==> src/design/rssm_pkg.sv <==
/*
  constants, register map and status selector codes for the reference
  selection and status multiplexer block.
  assumes a 100 MHz core clock and a simple byte-wide register port.
*/
package rssm_pkg;

  // register port geometry
  localparam int          RSSM_ADDR_W      = 10;
  localparam int          RSSM_DATA_W      = 8;

  // register offsets
  localparam logic [9:0]  RSSM_OFS_STATSEL = 10'h017;  // status selector in [7:2]
  localparam logic [9:0]  RSSM_OFS_REFCTL  = 10'h01C;  // reference input control
  localparam logic [9:0]  RSSM_OFS_AUXCTL  = 10'h01D;  // bit 7: memory status override
  localparam logic [9:0]  RSSM_OFS_STATE   = 10'h01F;  // read-only selection state

  // values after reset
  localparam logic [7:0]  RSSM_RST_STATSEL = 8'h00;
  localparam logic [7:0]  RSSM_RST_REFCTL  = 8'h00;
  localparam logic [7:0]  RSSM_RST_AUXCTL  = 8'h80;

  // reference control, override and status selector field positions
  localparam int          RSSM_B_NODEGL    = 7;
  localparam int          RSSM_B_SELSEC    = 6;
  localparam int          RSSM_B_USEPIN    = 5;
  localparam int          RSSM_B_AUTO      = 4;
  localparam int          RSSM_B_STAY      = 3;
  localparam int          RSSM_B_PWRSEC    = 2;
  localparam int          RSSM_B_PWRPRI    = 1;
  localparam int          RSSM_B_DIFF      = 0;
  localparam int          RSSM_B_OVERRIDE  = 7;
  localparam int          RSSM_SEL_LSB     = 2;   // selector field low bit in 0x017
  localparam int          RSSM_POL_BIT     = 5;   // selector top bit: polarity

  // status selector function codes (low five bits)
  localparam logic [4:0]  RSSM_F_GROUND    = 5'h00;
  localparam logic [4:0]  RSSM_F_SELSTAT   = 5'h05;
  localparam logic [4:0]  RSSM_F_UNSSTAT   = 5'h06;
  localparam logic [4:0]  RSSM_F_PRIVALID  = 5'h07;
  localparam logic [4:0]  RSSM_F_SECVALID  = 5'h08;
  localparam logic [4:0]  RSSM_F_BOTHREF   = 5'h09;
  localparam logic [4:0]  RSSM_F_ALLGOOD   = 5'h0A;
  localparam logic [4:0]  RSSM_F_VCOVALID  = 5'h0B;
  localparam logic [4:0]  RSSM_F_SELREF    = 5'h0C;
  localparam logic [4:0]  RSSM_F_LOCK      = 5'h0D;
  localparam logic [4:0]  RSSM_F_HOLDOVER  = 5'h0E;
  localparam logic [4:0]  RSSM_F_RESERVED  = 5'h1F;

  // deglitch quiet time around a source change
  localparam int          RSSM_CLK_NS      = 10;
  localparam int          RSSM_DEGL_NS     = 50;
  localparam int          RSSM_DEGL_CYC    = (RSSM_DEGL_NS + RSSM_CLK_NS - 1) / RSSM_CLK_NS;

  // asynchronous inputs, one synchroniser lane each
  localparam int          RSSM_NSYNC       = 7;
  localparam int          RSSM_I_PRI       = 0;
  localparam int          RSSM_I_SEC       = 1;
  localparam int          RSSM_I_VCO       = 2;
  localparam int          RSSM_I_LOCK      = 3;
  localparam int          RSSM_I_HOLD      = 4;
  localparam int          RSSM_I_MEM       = 5;
  localparam int          RSSM_I_PIN       = 6;

  // switchover sequencer states
  typedef enum logic [1:0] {
    RSSM_RUN,
    RSSM_QUIET,
    RSSM_SETTLE
  } rssm_state_type;

endpackage

==> src/design/rssm_status_if.sv <==
/*
  carrier between the control logic and the status pin multiplexer.
  assumes both ends share the block clock; the mux end is combinational.
*/
`timescale 1ns/1ns
interface rssm_status_if;
  logic [5:0] code;          // status selector field
  logic       pri_ok;        // primary reference valid
  logic       sec_ok;        // secondary reference valid
  logic       vco_ok;        // oscillator frequency valid
  logic       lock;          // digital lock indication
  logic       holdover;      // holdover active
  logic       sel_sec;       // secondary reference in use
  logic       diff;          // differential reference mode
  logic       mem_stat;      // configuration memory status
  logic       override;      // memory status takes the pin
  logic       level;         // resulting pin level

  modport ctl (output code, pri_ok, sec_ok, vco_ok, lock, holdover,
               output sel_sec, diff, mem_stat, override, input level);
  modport mux (input code, pri_ok, sec_ok, vco_ok, lock, holdover,
               input sel_sec, diff, mem_stat, override, output level);
endinterface

==> src/design/rssm_status_mux.sv <==
/*
  status pin multiplexer: picks one monitored flag by selector code.
  assumes synchronised flags; output is registered by the instantiating module.
*/
`timescale 1ns/1ns
module rssm_status_mux
  import rssm_pkg::*;
(
  // carrier from control logic
  rssm_status_if.mux st
);

  // raw active-high function value, before polarity
  function automatic logic rssm_raw(input logic [4:0] f, input logic pri, input logic sec,
                                    input logic vco, input logic lk, input logic ho,
                                    input logic ss, input logic df);
    logic selst;
    logic unsst;
    selst = (ss && !df) ? sec : pri;   // differential uses the primary input
    unsst = df ? 1'b0 : (ss ? pri : sec);
    case (f)
      RSSM_F_SELSTAT:  rssm_raw = selst;
      RSSM_F_UNSSTAT:  rssm_raw = unsst;
      RSSM_F_PRIVALID: rssm_raw = pri;
      RSSM_F_SECVALID: rssm_raw = sec;
      RSSM_F_VCOVALID: rssm_raw = vco;
      RSSM_F_SELREF:   rssm_raw = ss;
      RSSM_F_LOCK:     rssm_raw = lk;
      RSSM_F_HOLDOVER: rssm_raw = ho;
      default:         rssm_raw = 1'b0;  // ground and clock codes
    endcase
  endfunction

  // pin level selection
  always_comb begin
    logic [4:0] f;
    logic       inv;
    f   = st.code[4:0];
    inv = st.code[RSSM_POL_BIT];
    if (st.override) begin
      st.level = st.mem_stat;
    end else if (f == RSSM_F_RESERVED) begin
      st.level = 1'b0;
    end else if (f == RSSM_F_BOTHREF) begin
      st.level = st.pri_ok && st.sec_ok;
    end else if (f == RSSM_F_ALLGOOD) begin
      // lock, oscillator and selected reference valid, ignoring polarity by design
      st.level = st.lock && st.vco_ok &&
                 ((st.sel_sec && !st.diff) ? st.sec_ok : st.pri_ok);
    end else begin
      // top code bit inverts every other function
      st.level = inv ^ rssm_raw(f, st.pri_ok, st.sec_ok, st.vco_ok, st.lock,
                                st.holdover, st.sel_sec, st.diff);
    end
  end

endmodule // rssm_status_mux

==> src/design/rssm_top.sv <==
/*
  reference selection control and status pin multiplexer.
  holds the reference control, status selector and override registers,
  drives reference power enables, the selected source and a gate that
  keeps the loop input quiet while the source changes.
  assumes a byte-wide register port on the core clock and asynchronous
  monitor flags and select pin, which are synchronised here.
*/
`timescale 1ns/1ns
module rssm_top
  import rssm_pkg::*;
#(
  parameter int DEGL_CYCLES = RSSM_DEGL_CYC   // quiet cycles on each side of a switch
)(
  // clock and reset
  input  wire logic                   clk_in,
  input  wire logic                   resetn_in,
  // register port
  input  wire logic                   reg_wr_in,
  input  wire logic [RSSM_ADDR_W-1:0] reg_addr_in,
  input  wire logic [RSSM_DATA_W-1:0] reg_wdata_in,
  output      logic [RSSM_DATA_W-1:0] reg_rdata_out,
  // pins and monitor flags, asynchronous
  input  wire logic                   ref_sel_pin_in,
  input  wire logic                   pri_valid_in,
  input  wire logic                   sec_valid_in,
  input  wire logic                   vco_valid_in,
  input  wire logic                   lock_in,
  input  wire logic                   holdover_in,
  input  wire logic                   mem_status_in,
  // reference path control
  output      logic                   ref_select_out,
  output      logic                   ref_gate_out,
  output      logic                   pri_power_out,
  output      logic                   sec_power_out,
  output      logic                   diff_mode_out,
  // status pin
  output      logic                   status_pin_out
);

  // counter must hold the quiet time; a zero count would wrap the reload to 15, giving 16 cycles a side
  if (DEGL_CYCLES < 1 || DEGL_CYCLES > 15) begin : g_degl_check
    $error("rssm_top: DEGL_CYCLES must be 1..15");
  end

  // whole module state
  typedef struct packed {
    logic [RSSM_NSYNC-1:0]  sync1;     // first synchroniser stage
    logic [RSSM_NSYNC-1:0]  sync2;     // second synchroniser stage
    logic [7:0]             refctl;    // reference input control
    logic [7:0]             statsel;   // status selector register
    logic [7:0]             auxctl;    // override register
    rssm_state_type         state;     // switchover sequencer
    logic [3:0]             count;     // quiet time counter
    logic                   sel_sec;   // secondary source in use
    logic                   gate;      // loop input enabled
    logic                   pri_pwr;   // primary input power
    logic                   sec_pwr;   // secondary input power
    logic                   diff;      // differential mode
    logic                   status;    // registered pin level
    logic [7:0]             rdata;     // registered read data
  } rssm_regs_type;

  rssm_regs_type r;                    // current state
  rssm_regs_type next_r;               // next state
  rssm_status_if st ();                // carrier to the status mux
  logic          want_sec;             // requested source
  logic [3:0]    degl_load;            // counter reload value

  assign degl_load = 4'(DEGL_CYCLES - 1);

  // status pin multiplexer
  rssm_status_mux u_mux (
    .st (st.mux)
  );

  // feed the mux from synchronised flags and current selection
  assign st.code     = r.statsel[7:RSSM_SEL_LSB];
  assign st.pri_ok   = r.sync2[RSSM_I_PRI];
  assign st.sec_ok   = r.sync2[RSSM_I_SEC];
  assign st.vco_ok   = r.sync2[RSSM_I_VCO];
  assign st.lock     = r.sync2[RSSM_I_LOCK];
  assign st.holdover = r.sync2[RSSM_I_HOLD];
  assign st.sel_sec  = r.sel_sec;
  assign st.diff     = r.diff;
  assign st.mem_stat = r.sync2[RSSM_I_MEM];
  assign st.override = r.auxctl[RSSM_B_OVERRIDE];

  // requested source from mode bits and reference health
  always_comb begin
    logic pri_ok;
    logic sec_ok;
    pri_ok = r.sync2[RSSM_I_PRI];
    sec_ok = r.sync2[RSSM_I_SEC];
    if (r.refctl[RSSM_B_DIFF]) begin
      // differential reference arrives on the primary input
      want_sec = 1'b0;
    end else if (r.refctl[RSSM_B_AUTO]) begin
      // mode bit 0 is expected clear here; the diff branch wins otherwise
      if (!r.sel_sec) begin
        // leave primary only for a healthy secondary
        want_sec = !pri_ok && sec_ok;
      end else if (pri_ok && !r.refctl[RSSM_B_STAY]) begin
        want_sec = 1'b0;
      end else begin
        want_sec = 1'b1;
      end
    end else if (r.refctl[RSSM_B_USEPIN]) begin
      want_sec = r.sync2[RSSM_I_PIN];
    end else begin
      want_sec = r.refctl[RSSM_B_SELSEC];
    end
  end

  // next state
  always_comb begin
    next_r = r;

    // two-stage synchronisers; stage one feeds stage two only
    next_r.sync1 = {ref_sel_pin_in, mem_status_in, holdover_in, lock_in,
                    vco_valid_in, sec_valid_in, pri_valid_in};
    next_r.sync2 = r.sync1;

    // register writes
    if (reg_wr_in) begin
      if (reg_addr_in == RSSM_OFS_REFCTL) begin
        next_r.refctl = reg_wdata_in;
      end else if (reg_addr_in == RSSM_OFS_STATSEL) begin
        // low two bits belong to other functions; kept as written
        next_r.statsel = reg_wdata_in;
      end else if (reg_addr_in == RSSM_OFS_AUXCTL) begin
        // only the override bit is implemented here
        next_r.auxctl = {reg_wdata_in[RSSM_B_OVERRIDE], 7'h00};
      end
    end

    // read data, registered one cycle after the address
    if (reg_addr_in == RSSM_OFS_REFCTL) begin
      next_r.rdata = r.refctl;
    end else if (reg_addr_in == RSSM_OFS_STATSEL) begin
      next_r.rdata = r.statsel;
    end else if (reg_addr_in == RSSM_OFS_AUXCTL) begin
      next_r.rdata = r.auxctl;
    end else if (reg_addr_in == RSSM_OFS_STATE) begin
      // live selection state, not writable
      next_r.rdata = {4'h0, r.state != RSSM_RUN, r.gate, r.diff, r.sel_sec};
    end else begin
      next_r.rdata = 8'h00;            // unmapped reads as zero
    end

    // power enables; automatic mode forces both on
    if (r.refctl[RSSM_B_AUTO]) begin
      next_r.pri_pwr = 1'b1;
      next_r.sec_pwr = 1'b1;
    end else begin
      next_r.pri_pwr = r.refctl[RSSM_B_PWRPRI];
      next_r.sec_pwr = r.refctl[RSSM_B_PWRSEC];
    end
    // power bits are not masked in differential mode; software clears them
    next_r.diff = r.refctl[RSSM_B_DIFF];

    // switchover sequencer
    case (r.state)
      RSSM_RUN: begin
        if (want_sec != r.sel_sec) begin
          if (r.refctl[RSSM_B_NODEGL]) begin
            // deglitch off: switch at once, glitches possible
            next_r.sel_sec = want_sec;
          end else begin
            // close the gate first so no partial cycle leaks
            next_r.gate  = 1'b0;
            next_r.count = degl_load;
            next_r.state = RSSM_QUIET;
          end
        end
      end
      RSSM_QUIET: begin
        if (r.count == 4'h0) begin
          // change source while the gate is closed
          next_r.sel_sec = want_sec;
          next_r.count   = degl_load;
          next_r.state   = RSSM_SETTLE;
        end else begin
          next_r.count = r.count - 4'h1;
        end
      end
      RSSM_SETTLE: begin
        if (r.count == 4'h0) begin
          // new source has settled; reopen the gate
          next_r.gate  = 1'b1;
          next_r.state = RSSM_RUN;
        end else begin
          next_r.count = r.count - 4'h1;
        end
      end
      default: begin
        next_r.state = RSSM_RUN;
        next_r.gate  = 1'b1;
      end
    endcase

    // status pin level, registered
    next_r.status = st.level;
  end

  // state register
  always_ff @(posedge clk_in or negedge resetn_in) begin
    if (!resetn_in) begin
      r.sync1   <= '0;
      r.sync2   <= '0;
      r.refctl  <= RSSM_RST_REFCTL;
      r.statsel <= RSSM_RST_STATSEL;
      r.auxctl  <= RSSM_RST_AUXCTL;
      r.state   <= RSSM_RUN;
      r.count   <= 4'h0;
      r.sel_sec <= 1'b0;
      r.gate    <= 1'b1;
      r.pri_pwr <= 1'b0;
      r.sec_pwr <= 1'b0;
      r.diff    <= 1'b0;
      r.status  <= 1'b0;
      r.rdata   <= 8'h00;
    end else begin
      r <= next_r;
    end
  end

  // outputs straight from flip-flops
  assign reg_rdata_out  = r.rdata;
  assign ref_select_out = r.sel_sec;
  assign ref_gate_out   = r.gate;
  assign pri_power_out  = r.pri_pwr;
  assign sec_power_out  = r.sec_pwr;
  assign diff_mode_out  = r.diff;
  assign status_pin_out = r.status;

endmodule // rssm_top

==> config.mk <==
export PLATFORM = sky130hd
export DESIGN_NAME = rssm_top
export DESIGN_NICKNAME = d
export VERILOG_FILES = /design/src/design/rssm_pkg.sv /design/src/design/rssm_status_if.sv /design/src/design/rssm_status_mux.sv /design/src/design/rssm_top.sv
export SDC_FILE = /design/constraint.sdc
export NUM_CORES = 1
export LEC_CHECK = 0
export BUFFER_PORTS_ARGS = -buffer_cell sky130_fd_sc_hd__buf_2
export CAP_MARGIN = 40
export CORE_MARGIN = 3
export CORE_UTILIZATION = 60
export CTS_CLUSTER_SIZE = 40
export DETAILED_ROUTE_END_ITERATION = 8
export GPL_TIMING_DRIVEN = 0
export PLACE_DENSITY = 0.84
export SLEW_MARGIN = 20
export SYNTH_ARGS = -nofsm -noshare
export SYNTH_HDL_FRONTEND = slang
export SYNTH_HIERARCHICAL = 1
export SYNTH_SLANG_ARGS = --single-unit
export TNS_END_PERCENT = 50
==> constraint.sdc <==
create_clock -name clk_in -period 4 [get_ports clk_in]
set_input_delay 0.4 -clock clk_in [delete_from_list [all_inputs] [get_ports clk_in]]
set_output_delay 0.4 -clock clk_in [all_outputs]
set_load 0.03 [all_outputs]
==> impl_metrics.env <==
export IMPL_tightest_slew_ns=0.922
export IMPL_highest_layer="met4"
export IMPL_grt_pass1_wl_um=8230
export IMPL_power_leakage_nw=1.45
export IMPL_track_usage=0.206
export IMPL_grt_ovfl_total=0
export IMPL_die_area_mm2=0.00508
export IMPL_crit_path_start="ref_select_out$_DFFE_PN0P_"
export IMPL_vdd_drop_max_mv=0.326
export IMPL_end_kind="flop"
export IMPL_first_pass_iters=4
export IMPL_die_x_um=71.3
export IMPL_clkTransAtPathRegs_ns=0.10
export IMPL_gp_congestion=0.839
export IMPL_cts_setup_buffers=0
export IMPL_nFillCells=281
export IMPL_async_flop_share=1.00
export IMPL_rr_startpoint="ref_select_out$_DFFE_PN0P_"
export IMPL_yosysUniqueCellTypes=58
export IMPL_powerDensity_mw_per_mm2=456
export IMPL_synth_edf_count=0
export IMPL_drv_slew=0
export IMPL_synth_seq_cells=51
export IMPL_grt_setup_unrepaired="false"
export IMPL_vias=1781
export IMPL_antennaDiodeCount=0
export IMPL_syn_avg_cell_area_um2=12.2
export IMPL_critPathLaunchType="flop"
export IMPL_period_share=0.547
export IMPL_fp_coreArea_mm2=0.00406
export IMPL_hpwl_um=3600
export IMPL_setup_slack_ns=1.81
export IMPL_synthesis_nets=244
export IMPL_ys_flop_type="dfrtp_1"
export IMPL_htree_levels=2
export IMPL_clkSinkCount=51
export IMPL_numCtsBuffers=5
export IMPL_met2_length_um=2370
export IMPL_post_cts_resized=0
export IMPL_tns_ns=0
export IMPL_synth_area_mm2=0.00255
export IMPL_ios=42
export IMPL_antenna_found_initial=0
export IMPL_drt_iter0_drc=102
export IMPL_layout_nets=293
export IMPL_syn_to_final_growth_pct=15.1
export IMPL_cp_data_arrival_time_ns=2.39
export IMPL_routed_wl_um=4780
export IMPL_clk_latency_ns=0.31
export IMPL_via_per_inst=5.76
export IMPL_cts_path_max_buffers=2
export IMPL_skew_ns=0.00858
export IMPL_maxCapViolCount=0
export IMPL_worstSetupPathType="flop to flop"
export IMPL_initial_core_util=0.630
export IMPL_reg2reg_slack_ns=1.81
export IMPL_ff_latch_area_mm2=0.00128
export IMPL_layout_commonest_cell="dfrtp_1"
export IMPL_status="finished clean"
export IMPL_yosysWarnings=6
export IMPL_remaining_drc_errors=0
export IMPL_crit_required_ns=4.20
export IMPL_relSlewSlack=0.380
export IMPL_drt_wirelength_per_cell_um=15.5
export IMPL_ctsHoldBuffers=0
export IMPL_grt_pass1_vias=1796
export IMPL_rows=23
export IMPL_hold_class="primary input to async pin"
export IMPL_setup_viol=0
export IMPL_power_total_mw=1.34
export IMPL_drive_above_1_share=0.386
export IMPL_ys_seq_area_frac=0.500
export IMPL_multi_input_area_mm2=0.00114
export IMPL_crit_fanout=10
export IMPL_fmaxAchievable_ghz=0.457
export IMPL_clockRootBuffer="clkbuf_8"
export IMPL_routed_wl_met3_um=254
export IMPL_finalHoldViolations=0
export IMPL_ant_nets=0
export IMPL_grt_max_degree=28
export IMPL_io_buffers=41
export IMPL_layout_common_cells="dfrtp_1 (49), buf_2 (41), mux2_2 (16)"
export IMPL_dpl_worst_slack_ns=1.76
export IMPL_synth_cells=209
export IMPL_cts_tree="built"
export IMPL_die_h_um=71.3
export IMPL_final_min_clock_period_ns=2.19
export IMPL_wl_met1_um=2090
worst paths after layout:
check                                                 to  cells past startpoint
worst min register to register           r[48]$_DFF_PN0_                      0
worst max register to register         r[15]$_DFFE_PN0P_                      6
worst max-delay path                   r[15]$_DFFE_PN0P_                      6
min in group clk_in                 next_r[49]$_DFF_PN0_                      1
worst min-delay path                     r[49]$_DFF_PN0_                      1
max in group asynchronous       ref_gate_out$_DFFE_PN1P_                      2
where the power goes:
part	internal (mW)	total, mW	switching, mW
sequential	0.561	0.601	0.0406
combinational	0.200	0.426	0.227
clock	0.130	0.312	0.182
total	0.890	1.34	0.450
cells in the mapped netlist (all sizes together), types with 3 or more instances:
cell	n	area, um^2
a21oi	7	35.0
a222oi	3	30.0
a22o	3	27.5
buf	12	93.8
dfrtp	49	1230
ha	7	87.6
inv	9	33.8
mux2	22	263
mux2i	4	40.0
nand2	9	36.3
nand2b	6	37.5
nand4b	4	35.0
nor2	10	37.5
nor2b	7	43.8
nor3	4	31.3
nor4	3	40.0
o21ai	6	30.0
or3	5	32.5
cells by family (layout without fill, tap and decap cells):
group | count (synthesis) | after routing | share of synthesized area
AO/OA/AOI/OAI | 38 | 38 | 0.119
XOR/XNOR | 1 | 1 | 0.00343
adder cells (fa/ha/maj) | 7 | 7 | 0.0343
buffers and inverters | 22 | 72 | 0.0514
flip-flops | 51 | 51 | 0.500
multiplexers | 26 | 26 | 0.119
AND/OR/NAND/NOR | 64 | 64 | 0.173
state kept, by name, indices dropped and copies added, names as in the netlist:
register        flops
sec_power_out       1
r                  29
pri_power_out       1
next_r              8
ref_gate_out        1
ref_select_out      1
status_pin_out      1
diff_mode_out       1
reg_rdata_out       8
worst max-delay path, cell delays in order (launching register included):
cell and delay, ns:
dfrtp_1 0.45, buf_4 0.20, nor3b_1 0.14, mux2_4 0.27, nor4_4 0.52, a221oi_4 0.18, mux2_4 0.33
layout make-up:
cell class              instances  area share
flip-flops and latches         51       0.435
multi-input cells             136       0.389
repair buffers                 42      0.0766
plain buffers                  13      0.0332
clock buffers                   5      0.0234
well taps                      50      0.0213
inverters                       9      0.0115
clock inverters                 3     0.00979
per-stage QoR:
| step | utilization | area, um^2 | hold WS, ns | cells |
|---|---|---|---|---|
| after floorplan | - | 2550 | 0.104 | 209 |
| after global placement | 0.696 | 2820 | 0.332 | 300 |
| after detailed placement | 0.701 | 2840 | 0.338 | 301 |
| after CTS | 0.725 | 2940 | 0.0789 | 309 |
| after global routing | 0.725 | 2940 | 0.0925 | 309 |
| final | 0.725 | 2940 | 0.0663 | 309 |
metal layers:
layer	global-route usage	vias to the layer above
met5	0	-
met4	0.0752	0
met3	0.0463	5
met2	0.348	50
met1	0.262	867
li1	-	859
(Power assumes the default switching activity.)
